[config.mk]
export PLATFORM = sky130hd
export DESIGN_NAME = dmau_core
export DESIGN_NICKNAME = d
export VERILOG_FILES = /design/src/core/dmau_pkg.sv /design/src/core/dmau_ram_if.sv /design/src/core/dmau_ram_port.sv /design/src/core/dmau_core.sv
export SDC_FILE = /design/constraint.sdc
export NUM_CORES = 1
export LEC_CHECK = 0
export ABC_CLOCK_PERIOD_IN_PS = 2500
export BUFFER_PORTS_ARGS = -buffer_cell sky130_fd_sc_hd__buf_2
export CORE_AREA = 3 3 107 109
export CTS_BUF_LIST = sky130_fd_sc_hd__clkbuf_2
export DETAILED_ROUTE_END_ITERATION = 10
export DIE_AREA = 0 0 110 112
export GPL_ROUTABILITY_DRIVEN = 0
export PLACE_DENSITY = 0.87
export SLEW_MARGIN = 40
export SYNTH_ARGS = -nofsm -noshare
export SYNTH_HDL_FRONTEND = slang
export SYNTH_SLANG_ARGS = --single-unit
export TNS_END_PERCENT = 1
[constraint.sdc]
create_clock -name i_sys_clk -period 2.5 [get_ports i_sys_clk]
set_input_delay 0.125 -clock i_sys_clk [delete_from_list [all_inputs] [get_ports i_sys_clk]]
set_output_delay 0.125 -clock i_sys_clk [all_outputs]
set_load 0.1 [all_outputs]
[src/core/dmau_pkg.sv]
// dmau_pkg: constants and types shared by the data memory address unit
// assumes a byte-addressed data ram of 17-bit words (16 data + flag bit)
package dmau_pkg;

    // ---------------------------------------------------------------
    // widths and sizes
    // ---------------------------------------------------------------
    localparam int unsigned DMAU_AW        = 16;  // byte address width
    localparam int unsigned DMAU_WA        = 15;  // word index width
    localparam int unsigned DMAU_SLW       = 8;   // string length reg width
    localparam logic [DMAU_WA-1:0] DMAU_FLAG_MAX = 15'h027f; // last flag
    localparam logic [DMAU_SLW-1:0] DMAU_SLEN_RST = 8'h00;   // after reset
    localparam logic [8:0] DMAU_SLEN_BIAS = 9'h002; // stored len = n - 2
    localparam logic [DMAU_AW-1:0] DMAU_STEP_BYTE = 16'h0001;
    localparam logic [DMAU_AW-1:0] DMAU_STEP_WORD = 16'h0002;
    localparam logic [DMAU_AW-1:0] DMAU_ADDR_RST  = 16'h0000;

    // access modes
    typedef enum logic [2:0] {
        DMAU_M_BYTE,
        DMAU_M_BSTR,
        DMAU_M_WORD,
        DMAU_M_WSTR,
        DMAU_M_FLAG
    } dmau_mode_t;

    // flag operations
    typedef enum logic [1:0] {
        DMAU_F_READ,
        DMAU_F_SET,
        DMAU_F_CLR,
        DMAU_F_WRITE
    } dmau_fop_t;

endpackage

[src/core/dmau_ram_if.sv]
// dmau_ram_if: one ram access beat between the sequencer and the port
// assumes a single core clock on both ends
`timescale 1ns/10ps
`default_nettype none
interface dmau_ram_if;
    import dmau_pkg::*;
    logic              req;      // beat valid
    logic              we;       // write beat
    logic              word;     // both bytes of a word
    logic              flag;     // flag bit only
    logic [DMAU_AW-1:0] addr;    // byte address
    logic [15:0]       wdata;    // write data
    logic              wflag;    // flag write value
    modport seq  (output req, we, word, flag, addr, wdata, wflag);
    modport port (input  req, we, word, flag, addr, wdata, wflag);
endinterface
`default_nettype wire

[src/core/dmau_ram_port.sv]
// dmau_ram_port: turns one beat into ram pin signals
// assumes ram answers reads in the same cycle (combinational read data)
`timescale 1ns/10ps
`default_nettype none
module dmau_ram_port
    import dmau_pkg::*;
(
    dmau_ram_if.port          bt,        // beat from sequencer
    output logic [DMAU_AW-1:0] o_a0,     // even/first byte address
    output logic [DMAU_AW-1:0] o_a1,     // odd byte address of word
    output logic [1:0]        o_ben,     // byte lane enables
    output logic              o_fen,     // flag bit access
    output logic              o_we,      // write strobe
    output logic [7:0]        o_wd0,     // byte to a0
    output logic [7:0]        o_wd1,     // byte to a1
    output logic              o_wfl      // flag write value
);
    // ---------------------------------------------------------------
    // address generation
    // ---------------------------------------------------------------
    always_comb begin
        o_a0  = bt.addr;
        o_a1  = bt.addr;
        o_ben = 2'h0;
        o_fen = 1'b0;
        o_wd0 = bt.wdata[7:0];
        o_wd1 = 8'h00;
        if (bt.req && bt.flag) begin
            // flag uses the word's even byte address
            o_a0  = {bt.addr[DMAU_AW-1:1], 1'b0}; // RULE11
            o_a1  = o_a0;
            o_fen = 1'b1; // RULE15
        end else if (bt.req && bt.word) begin
            o_a0  = {bt.addr[DMAU_AW-1:1], 1'b0}; // RULE7
            o_a1  = {bt.addr[DMAU_AW-1:1], 1'b1}; // RULE8
            o_ben = 2'h3; // RULE8
            o_wd0 = bt.wdata[15:8]; // RULE9
            o_wd1 = bt.wdata[7:0]; // RULE9
        end else if (bt.req) begin
            o_ben = 2'h1; // RULE1
        end
    end
    assign o_we  = bt.req & bt.we;
    assign o_wfl = bt.wflag;
endmodule // dmau_ram_port
`default_nettype wire

[src/core/dmau_core.sv]
// dmau_core: data memory address unit, top level
// assumes execution logic holds a request until o_done; ram read is
// combinational on the address pins
`timescale 1ns/10ps
`default_nettype none
// How it works
// RULE1: data ram reached by byte address only
// RULE2: byte read zero-fills upper eight bits
// RULE3: length register holds count minus two
// RULE4: byte string starts at any parity
// RULE5: byte string steps one byte upward
// RULE6: pointer moves one per byte, two per word
// RULE7: word access clears address lsb
// RULE8: word moves both bytes in one cycle
// RULE9: even byte is msb, odd byte lsb
// RULE10: word string aligned, steps words upward
// RULE11: flag index word-linear, bit 17 only
// RULE12: every word read copies flag to tag
// RULE13: string read tag from last word
// RULE14: flags set, cleared, written by logic
// RULE15: flag access no string, no post-modify
// RULE16: even/odd byte pair share one flag
// RULE17: byte read also updates tag
// RULE18: pointer ends advanced by bytes moved
module dmau_core
    import dmau_pkg::*;
(
    input  wire logic              i_sys_clk,   // core clock
    input  wire logic              i_rst,       // sync reset, high
    input  wire logic              i_slen_we,   // load length register
    input  wire logic [DMAU_SLW-1:0] i_slen,    // count minus two
    input  wire logic              i_req,       // start access
    input  wire dmau_mode_t        i_mode,      // access kind
    input  wire logic              i_we,        // write access
    input  wire dmau_fop_t         i_fop,       // flag operation
    input  wire logic              i_fval,      // flag value for write
    input  wire logic [DMAU_AW-1:0] i_addr,     // byte addr or flag index
    input  wire logic              i_post_en,   // post-modify pointer
    input  wire logic              i_post_dec,  // 1 = decrement
    input  wire logic [15:0]       i_wdata,     // write data per element
    input  wire logic [7:0]        i_rd0,       // ram byte at a0
    input  wire logic [7:0]        i_rd1,       // ram byte at a1
    input  wire logic              i_rfl,       // ram flag of word
    output logic [DMAU_AW-1:0]     o_ram_a0,    // ram byte address 0
    output logic [DMAU_AW-1:0]     o_ram_a1,    // ram byte address 1
    output logic [1:0]             o_ram_ben,   // ram byte enables
    output logic                   o_ram_fen,   // ram flag access
    output logic                   o_ram_we,    // ram write
    output logic [7:0]             o_ram_wd0,   // write byte 0
    output logic [7:0]             o_ram_wd1,   // write byte 1
    output logic                   o_ram_wfl,   // flag write value
    output logic                   o_busy,      // access in progress
    output logic                   o_elem,      // element strobe
    output logic [15:0]            o_rdata,     // element read data
    output logic                   o_done,      // access finished
    output logic [DMAU_AW-1:0]     o_ptr_new,   // post-modified pointer
    output logic                   o_tag,       // status tag bit
    output logic [DMAU_SLW-1:0]    o_slen       // length register
);
    // ---------------------------------------------------------------
    // state
    // ---------------------------------------------------------------
    typedef enum logic [1:0] {DMAU_S_IDLE, DMAU_S_RUN, DMAU_S_END}
        dmau_st_t;
    dmau_st_t          st_r, st_nxt;          // sequencer state
    logic [DMAU_AW-1:0] addr_r, addr_nxt;     // current byte address
    logic [DMAU_AW-1:0] ptr_r, ptr_nxt;       // pointer result
    logic [8:0]        cnt_r, cnt_nxt;        // elements remaining
    dmau_mode_t        mode_r, mode_nxt;      // latched mode
    logic              we_r, we_nxt;          // latched write
    dmau_fop_t         fop_r, fop_nxt;        // latched flag op
    logic              fval_r, fval_nxt;      // latched flag value
    logic              post_r, post_nxt;      // latched post enable
    logic              dec_r, dec_nxt;        // latched direction
    logic [DMAU_SLW-1:0] slen_r, slen_nxt;    // string length register
    logic              tag_r, tag_nxt;        // status tag
    logic [15:0]       rd_r, rd_nxt;          // read data
    logic              elem_r, elem_nxt;      // element strobe
    logic              done_r, done_nxt;      // done strobe
    logic              isword, isstr, isflag; // mode decode
    logic [DMAU_AW-1:0] step;                 // per element step
    logic              flag_ok;               // flag index in range

    dmau_ram_if bt ();                        // beat to port

    // ---------------------------------------------------------------
    // mode decode
    // ---------------------------------------------------------------
    always_comb begin
        isword = (mode_r == DMAU_M_WORD) || (mode_r == DMAU_M_WSTR);
        isstr  = (mode_r == DMAU_M_BSTR) || (mode_r == DMAU_M_WSTR);
        isflag = (mode_r == DMAU_M_FLAG);
        step   = isword ? DMAU_STEP_WORD : DMAU_STEP_BYTE; // RULE6
        flag_ok = (addr_r <= {1'b0, DMAU_FLAG_MAX}); // RULE11
    end

    // beat drive
    always_comb begin
        bt.req   = (st_r == DMAU_S_RUN) && (!isflag || flag_ok);
        // flag beats write only for set, clear and write ops
        bt.we    = isflag ? (fop_r != DMAU_F_READ) : we_r;
        bt.word  = isword;
        bt.flag  = isflag;
        bt.addr  = isflag ? {addr_r[DMAU_AW-2:0], 1'b0} : addr_r;
        bt.wdata = i_wdata;
        bt.wflag = (fop_r == DMAU_F_SET) ? 1'b1 :            // RULE14
                   (fop_r == DMAU_F_CLR) ? 1'b0 : fval_r;    // RULE14
    end

    dmau_ram_port u_port (
        .bt    (bt),
        .o_a0  (o_ram_a0),
        .o_a1  (o_ram_a1),
        .o_ben (o_ram_ben),
        .o_fen (o_ram_fen),
        .o_we  (o_ram_we),
        .o_wd0 (o_ram_wd0),
        .o_wd1 (o_ram_wd1),
        .o_wfl (o_ram_wfl)
    );

    // ---------------------------------------------------------------
    // sequencer next state
    // ---------------------------------------------------------------
    always_comb begin
        st_nxt   = st_r;
        addr_nxt = addr_r;
        ptr_nxt  = ptr_r;
        cnt_nxt  = cnt_r;
        mode_nxt = mode_r;
        we_nxt   = we_r;
        fop_nxt  = fop_r;
        fval_nxt = fval_r;
        post_nxt = post_r;
        dec_nxt  = dec_r;
        slen_nxt = slen_r;
        tag_nxt  = tag_r;
        rd_nxt   = rd_r;
        elem_nxt = 1'b0;
        done_nxt = 1'b0;
        if (i_slen_we && st_r == DMAU_S_IDLE) begin
            slen_nxt = i_slen; // RULE3
        end
        case (st_r)
            DMAU_S_IDLE: begin
                if (i_req) begin
                    st_nxt   = DMAU_S_RUN;
                    mode_nxt = i_mode;
                    we_nxt   = i_we;
                    fop_nxt  = i_fop;
                    fval_nxt = i_fval;
                    post_nxt = i_post_en && (i_mode != DMAU_M_FLAG); // RULE15
                    dec_nxt  = i_post_dec;
                    ptr_nxt  = i_addr;
                    // words align, byte strings keep parity
                    if (i_mode == DMAU_M_WORD || i_mode == DMAU_M_WSTR)
                        addr_nxt = {i_addr[DMAU_AW-1:1], 1'b0}; // RULE10
                    else
                        addr_nxt = i_addr; // RULE4
                    // strings run length + 2 elements, others one
                    if (i_mode == DMAU_M_BSTR || i_mode == DMAU_M_WSTR)
                        cnt_nxt = {1'b0, slen_r} + DMAU_SLEN_BIAS; // RULE3
                    else
                        cnt_nxt = 9'h001; // RULE15
                end
            end
            DMAU_S_RUN: begin
                elem_nxt = 1'b1;
                if (isflag ? (fop_r == DMAU_F_READ) : !we_r) begin
                    // byte: always take lane 0 (i_rd0), zero-fill top
                    if (isword)
                        rd_nxt = {i_rd0, i_rd1}; // RULE9
                    else if (!isflag)
                        rd_nxt = {8'h00, i_rd0}; // RULE2
                    // last read wins, odd/even bytes share flag
                    if (!isflag || fop_r == DMAU_F_READ)
                        tag_nxt = i_rfl; // RULE12 RULE13 RULE16 RULE17
                end
                if (isflag && fop_r == DMAU_F_READ && !flag_ok)
                    tag_nxt = 1'b0;
                if (isflag && fop_r != DMAU_F_READ)
                    tag_nxt = tag_r;
                addr_nxt = addr_r + step; // RULE5 RULE10
                if (post_r) begin
                    if (dec_r)
                        ptr_nxt = ptr_r - step; // RULE6
                    else
                        ptr_nxt = ptr_r + step; // RULE6 RULE18
                end
                cnt_nxt = cnt_r - 9'h001;
                if (cnt_r == 9'h001)
                    st_nxt = DMAU_S_END;
            end
            DMAU_S_END: begin
                done_nxt = 1'b1;
                st_nxt   = DMAU_S_IDLE;
            end
            default: st_nxt = DMAU_S_IDLE;
        endcase
    end

    // ---------------------------------------------------------------
    // registers
    // ---------------------------------------------------------------
    always_ff @(posedge i_sys_clk) begin
        if (i_rst) begin
            st_r   <= DMAU_S_IDLE;
            addr_r <= DMAU_ADDR_RST;
            ptr_r  <= DMAU_ADDR_RST;
            cnt_r  <= 9'h000;
            mode_r <= DMAU_M_BYTE;
            we_r   <= 1'b0;
            fop_r  <= DMAU_F_READ;
            fval_r <= 1'b0;
            post_r <= 1'b0;
            dec_r  <= 1'b0;
            slen_r <= DMAU_SLEN_RST;
            tag_r  <= 1'b0;
            rd_r   <= 16'h0000;
            elem_r <= 1'b0;
            done_r <= 1'b0;
        end else begin
            st_r   <= st_nxt;
            addr_r <= addr_nxt;
            ptr_r  <= ptr_nxt;
            cnt_r  <= cnt_nxt;
            mode_r <= mode_nxt;
            we_r   <= we_nxt;
            fop_r  <= fop_nxt;
            fval_r <= fval_nxt;
            post_r <= post_nxt;
            dec_r  <= dec_nxt;
            slen_r <= slen_nxt;
            tag_r  <= tag_nxt;
            rd_r   <= rd_nxt;
            elem_r <= elem_nxt;
            done_r <= done_nxt;
        end
    end

    // outputs
    assign o_busy    = (st_r != DMAU_S_IDLE);
    assign o_elem    = elem_r;
    assign o_rdata   = rd_r;
    assign o_done    = done_r;
    assign o_ptr_new = ptr_r;
    assign o_tag     = tag_r;
    assign o_slen    = slen_r;
endmodule // dmau_core
`default_nettype wire

=== Yosys cells after proc, flatten, opt, wreduce, memory -nomap -nowiden ===
Cells that the tools add are included.

* $add $sub $neg: 5
* Order comparisons: 1
* Equality and inequality tests: 16
* Multiplexer cells: 38
* Bitwise logic cells: 2
* Reductions and logical operators: 29

{| class="wikitable"
|+ Operators by type and width
! kind !! number
|-
| $mux W16 || 7
|-
| $pmux W16 S2 || 2
|-
| $add A16 B2 Y16 || 2
|-
| $mux W8 || 4
|-
| $mux W9 || 2
|-
| $pmux W9 S2 || 1
|-
| $le A16 B10 Y1 const B || 1
|-
| $mux W1 || 16
|-
| $sub A16 B2 Y16 || 1
|-
| $eq A3 B2 Y1 const B || 4
|-
| $mux W2 || 5
|-
| $reduce_bool A2 Y1 || 5
|-
| $add A8 B2 Y9 const B || 1
|-
| $eq A9 B1 Y1 const B || 1
|-
| $sub A9 B1 Y9 const B || 1
|-
| $logic_and A1 B1 Y1 || 8
|-
| $reduce_and A2 Y1 || 3
|-
| $reduce_and A3 Y1 || 2
|-
| $logic_or A1 B1 Y1 || 5
|-
| $eq A2 B1 Y1 const B || 2
|-
| $eq A2 B2 Y1 const B || 2
|-
| $logic_not A2 Y1 || 2
|-
| $ne A2 B1 Y1 const B || 2
|-
| $ne A2 B2 Y1 const B || 2
|-
| other kinds (8) || 10
|}

* Bits in registers: 79
* Input port bits: 70
* Output and inout bits: 97
* Logic and storage cells: 106

=== Longest topological paths before layout ===
* Word-level depth: 7
* Depth in mapped cells: 13
* Depth with buffers taken out: 11

=== Cells and area by module ===
From an unflattened synthesis, not the netlist that was laid out.

* Cells, all modules: 651
* Area, all modules: 5119.9 um2

{| class="wikitable"
|+ Modules (own cells, without submodules)
! module !! times used !! cells each !! area each (um2) !! sequential area each (um2)
|-
| dmau_core || 1 || 595 || 4680.7 || 1581.5
|-
| dmau_ram_port || 1 || 56 || 439.2 || 0.0
|}

=== Worst setup path before layout ===
No wires, ideal clock.

* Path kind: register to output
* From: register mode_r[1]
* To: output o_ram_a1[7]
* Data arrival time: 3.443 ns
* Data required time: 2.375 ns
* Setup slack: -1.068 ns
* Cell stages (with the launch flop): 6
* Path buffers: 2
* Path through: dfxtp_1 -> nor2_1 -> and2_1 -> clkbuf_1 -> o21ai_0 -> buf_4

* Word-level cells in the longest chain between the ends: 2

{| class="wikitable"
|+ RTL lines
! element !! RTL line !! source
|-
| start, declared || dmau_core.sv:69 || <nowiki>dmau_mode_t mode_r, mode_nxt;</nowiki>
|-
| start signal, assigned || dmau_core.sv:227 || <nowiki>mode_r <= mode_nxt;</nowiki>
|-
| $eq A3 B3 Y1 || dmau_core.sv:92 || <nowiki>isflag = (mode_r == DMAU_M_FLAG);</nowiki>
|-
| $mux W16 || dmau_core.sv:104 || <nowiki>bt.addr = isflag ? {addr_r[DMAU_AW-2:0], 1'b0} : addr_r;</nowiki>
|-
| end, declared || dmau_core.sv:45 || <nowiki>output logic [DMAU_AW-1:0] o_ram_a1,</nowiki>
|}

Every way passes these cells.

=== Final worst setup path ===
* From: register mode_r[1]
* To: register addr_r[10]

* Word-level cells in the longest chain between the ends: 5
* Elaborated cells on any way between the ends: 6
* Classes of those cells: add/sub (1); eq/ne (2); mux (2); reduce/logical (1)

{| class="wikitable"
|+ RTL lines
! element !! RTL line !! source
|-
| $eq A3 B2 Y1 (on tied branches) || n/a ||
|-
| $logic_or A1 B1 Y1 * || dmau_core.sv:90 || <nowiki>isword = (mode_r == DMAU_M_WORD) || (mode_r == DMAU_M_WSTR);</nowiki>
|-
| $mux W2 * || dmau_core.sv:93 || <nowiki>step = isword ? DMAU_STEP_WORD : DMAU_STEP_BYTE;</nowiki>
|-
| $add A16 B2 Y16 * || dmau_core.sv:183 || <nowiki>addr_nxt = addr_r + step;</nowiki>
|-
| $pmux W16 S2 * || dmau_core.sv:144 || <nowiki>case (st_r)</nowiki>
|-
| end signal, assigned || dmau_core.sv:224 || <nowiki>addr_r <= addr_nxt;</nowiki>
|-
| end, declared || dmau_core.sv:66 || <nowiki>logic [DMAU_AW-1:0] addr_r, addr_nxt;</nowiki>
|}

Every way passes the cells marked *; elsewhere a longest branch is shown, timed or not.
A chain may end at the register's enable or synchronous reset.

==> results.md <==
* Status: complete, no violations
* Post-detailed-routing wire length at 16.4 mm
* Simple-Gate Fraction of Synth Area at 29.2%
* Final setup viols at 0
* Sequential area share after synthesis at 32.0%
* Number of global-route vias before repair at between 5000 and 6000
* Fraction of the mapped netlist area in compound gates at 21.6%
* Fin nets at 976
* M1 GR Usage at 35.0%
* IO buf count at between 150 and 200
* Slew margin rel. at 60.0%
* Crit path capture type: register
* Die height at roughly 110 um
* Synth area leaders: dfxtp_1 32%, nand2_1 10%, a21oi_1 6.6%
* Max incr delay on CP at 0.37 ns
* Half-perimeter wire length after placement at ~11 mm
* Final worst path period share at a little over nine tenths
* Clk buf depth at 2
* Ys Warns at 0
* Routed Antenna Nets at 0
* Ports at 167
* Placed Instances at 945
* Post-synth top area share at 32.0%
* H-tree Lvls at 3
* Reg2reg path depth at 12
* Crit Path Max Fanout at 11
* Worst Path Required at 2.94 ns
* Least-Margin Pin Slew at 0.600 ns
* Core Area at 0.0107 mm^2
* DIE WIDTH at 110 um
* Most frequent cell after synthesis: nand2_1
* Worst hold slack at 0.0628 ns
* Hold Path Class: input port to register
* Final WS setup at 0.100 ns
* DP Area at 0.00584 mm^2
* Post-Place Setup Slack at -0.0387 ns
* Reg2reg start: mode_r[1]$_SDFFE_PP0P_
* Mapped Cells at between 600 and 700
* Initial antenna violation count at 0
* Vias per Instance at roughly 5.7
* Core Rows at 38
* Max Fclk at 417 MHz
* Post-Synth Adder-Cell Area at slightly above 6%
* Post-synth top cells: 132 x nand2_1, 79 x dfxtp_1, 65 x a21oi_1
* RR Endpoint: addr_r[10]$_SDFFE_PP0P_
* Leakage at 3.18 nW
* Worst-Skew Late Latency at ~0.55 ns
* M2 GR Usage at between 40% and 50%
* Worst reg2reg setup slack at between 0.1 and 0.15 ns
* Synth Area per Inst at between 7 and 8 um^2
* Worst-path clk slew at around 0.22 ns
* Max Cap Viol at 0
* Post-synth EDFFs at 0
* Cell area after synthesis at 0.00494 mm^2
* Flops & latches, synth at ~80
* Worst EP arrival at roughly 2.8 ns
* Most used DFF post-synth: dfxtp_1
* GRT Total Usage at 26.5%
* Yosys top cell by area: dfxtp_1
* Power per cell area at 667 mW/mm^2
* Post-synthesis mux area share at about 2.2%
* Unrepaired setup endpoints after global routing: true
* VDD IR max at 409 uV
* Finished Layout Cells at a little over 1000
* HP Start: i_rst
* Clk_skew at 0.0119 ns
* Hold Violations, Final at 0
* Post-Synthesis Net Count at 770
* Async set-reset flop share out of synthesis at 0%
* Largest family of logic cells by synthesized area: simple AND/OR/NAND/NOR gates
* Via count at around 6000
* Most Crowded Layer GR: met2
* Crit path cell chain: nor2b_4 -> inv_2 -> buf_6 -> ha_2 -> fa_2 -> and3_1 -> nand4_1 -> buf_4 -> o21ai_0 -> nand2_1 -> a221oi_2 -> nor2_1
* Crit Path Class: register to register
* Pin count of the biggest net entering global routing at 34
* Slowest CP cell: dfxtp_2
* CTS tree: yes
* First-pass GRT wire length at 26.5 mm
* Drt first pass iters at 6
* Hold EP: addr_r[3]$_SDFFE_PP0P_
* Synth cell types at 59
* Hold Path Cell Cnt at 2
* Worst Setup Start Kind: register
* Synth Area in XOR/XNOR at approximately 2.3%
* Share of cells above drive strength 1 at between 20% and 30%
* Post-route cell area at 0.00678 mm^2
* Post-route minimum period at 2.40 ns
* Root Buffer: clkbuf_2
* DRC at 0
* DR WL/cell at about 16 um
* GR Util met3 at 4.58%
* Total CTS buffers at 9
* Die ar. at 0.0123 mm^2
* Sink Count at 79
* Area delta synth->final at 37.2%
* First DRT Iteration DRCs at about 480
* Initial Utilization at around 46%
* Final Max Slew Viols at 0
* Grt ovf at 0
## placed cells by master (no fill, tap or decap), types with 4 or more instances in the layout
cell type / instances
a311oi_1: 11
nor2_1: 63
nor3_1: 23
a31oi_1: 7
nor4_1: 9
nor2b_1: 4
xor2_1: 10
or3_1: 5
dlygate4sd3_1: 66
mux2_2: 8
nand4_1: 4
a21o_1: 8
dfxtp_1: 76
a211oi_1: 10
a221oi_1: 6
buf_4: 21
nand2_1: 131
o21ai_0: 25
ha_1: 19
inv_1: 11
clkbuf_2: 11
nand3_1: 30
a22oi_1: 4
buf_2: 153
a21oi_1: 62
and3_1: 17
clkbuf_4: 12
## where the power goes
part           internal (W)  switching (W)  leakage (nW)
registers           0.00138       0.000125         0.650
logic              0.000532        0.00157          2.43
clock network      0.000440       0.000474        0.0924
## flip-flops by register name, summed over array words and instances, names as in the netlist, 2 cells and up
name	flops
addr_r	16
cnt_r	9
fop_r	2
mode_r	3
o_ptr_new	16
o_rdata	16
o_slen	8
st_r	2
## what timing repair did
| action | in CTS | in global routing |
|---|---|---|
| hold endpoints to repair | 63 | 0 |
| hold buffers | 66 | 0 |
| gates resized for setup | 5 | 30 |
| buffers inserted | 0 | 2 |
| endpoints found under the setup margin | 9 | 44 |
| pin swaps | 1 | 6 |
## worst max-delay path, delay by kind of cell, from the launching register on
| family | cells | cell delay, ns |
|---|---|---|
| buffers and inverters | 3 | 0.43 |
| adder cells (fa/ha/maj) | 2 | 0.44 |
| AO/OA/AOI/OAI | 2 | 0.41 |
| flip-flops | 1 | 0.37 |
| AND/OR/NAND/NOR | 5 | 0.66 |
## per-stage QoR
| stage | TNS (ns) | total power, W | utilization (%) |
|---|---|---|---|
| 2_1_floorplan | -4.60 | 0.00312 | - |
| 3_3_place_gp | 0 | 0.00345 | 54.6 |
| 3_5_place_dp | -0.0387 | 0.00348 | 54.6 |
| 4_1_cts | 0 | 0.00448 | 62.4 |
| 5_1_grt | -0.0558 | 0.00471 | 63.3 |
| 6_report | 0 | 0.00452 | 63.3 |
## cell type report
| type | count | area, um^2 |
|---|---|---|
| antenna | 1 | 2.50 |
| clock buffer | 11 | 55.1 |
| clock inverter | 5 | 106 |
| fill | 891 | 3920 |
| inverter | 12 | 45.0 |
| multi-input combinational | 528 | 3100 |
| sequential | 79 | 1590 |
| tap | 140 | 175 |
| timing repair buffer | 254 | 1710 |
## worst max-delay path by stage
stage	start	end	slack, ns	cells past startpoint
5_1_grt	mode_r[1]$_SDFFE_PP0P_	addr_r[10]$_SDFFE_PP0P_	-0.02	10
6_report	mode_r[1]$_SDFFE_PP0P_	addr_r[10]$_SDFFE_PP0P_	0.10	12
3_3_place_gp	mode_r[1]$_SDFFE_PP0P_	o_ptr_new[9]$_SDFFE_PP0P_	0.12	11
3_5_place_dp	dec_r$_SDFFE_PP0P_	o_ptr_new[9]$_SDFFE_PP0P_	-0.04	7
2_1_floorplan	st_r[1]$_SDFFE_PP0P_	o_ram_fen	-0.67	4
4_1_cts	mode_r[1]$_SDFFE_PP0P_	o_ram_wd0[0]	0.01	6
## per-layer routing
layer / wire length (um) / vias to the layer above
li1: - / 2827
met1: 6830 / 2738
met2: 7880 / 279
met3: 1180 / 59
met4: 530 / 0
met5: 0 / -
## logic make-up after synthesis
kind of cell / Yosys count
and+or+nand+nor: 315
AOI/OAI and AO/OA: 167
DFF: 79
buffers and inverters: 71
adders and majority gates: 23
xor gates and xnor gates: 13
muxes: 10
Power figures use the tool's default switching activity.
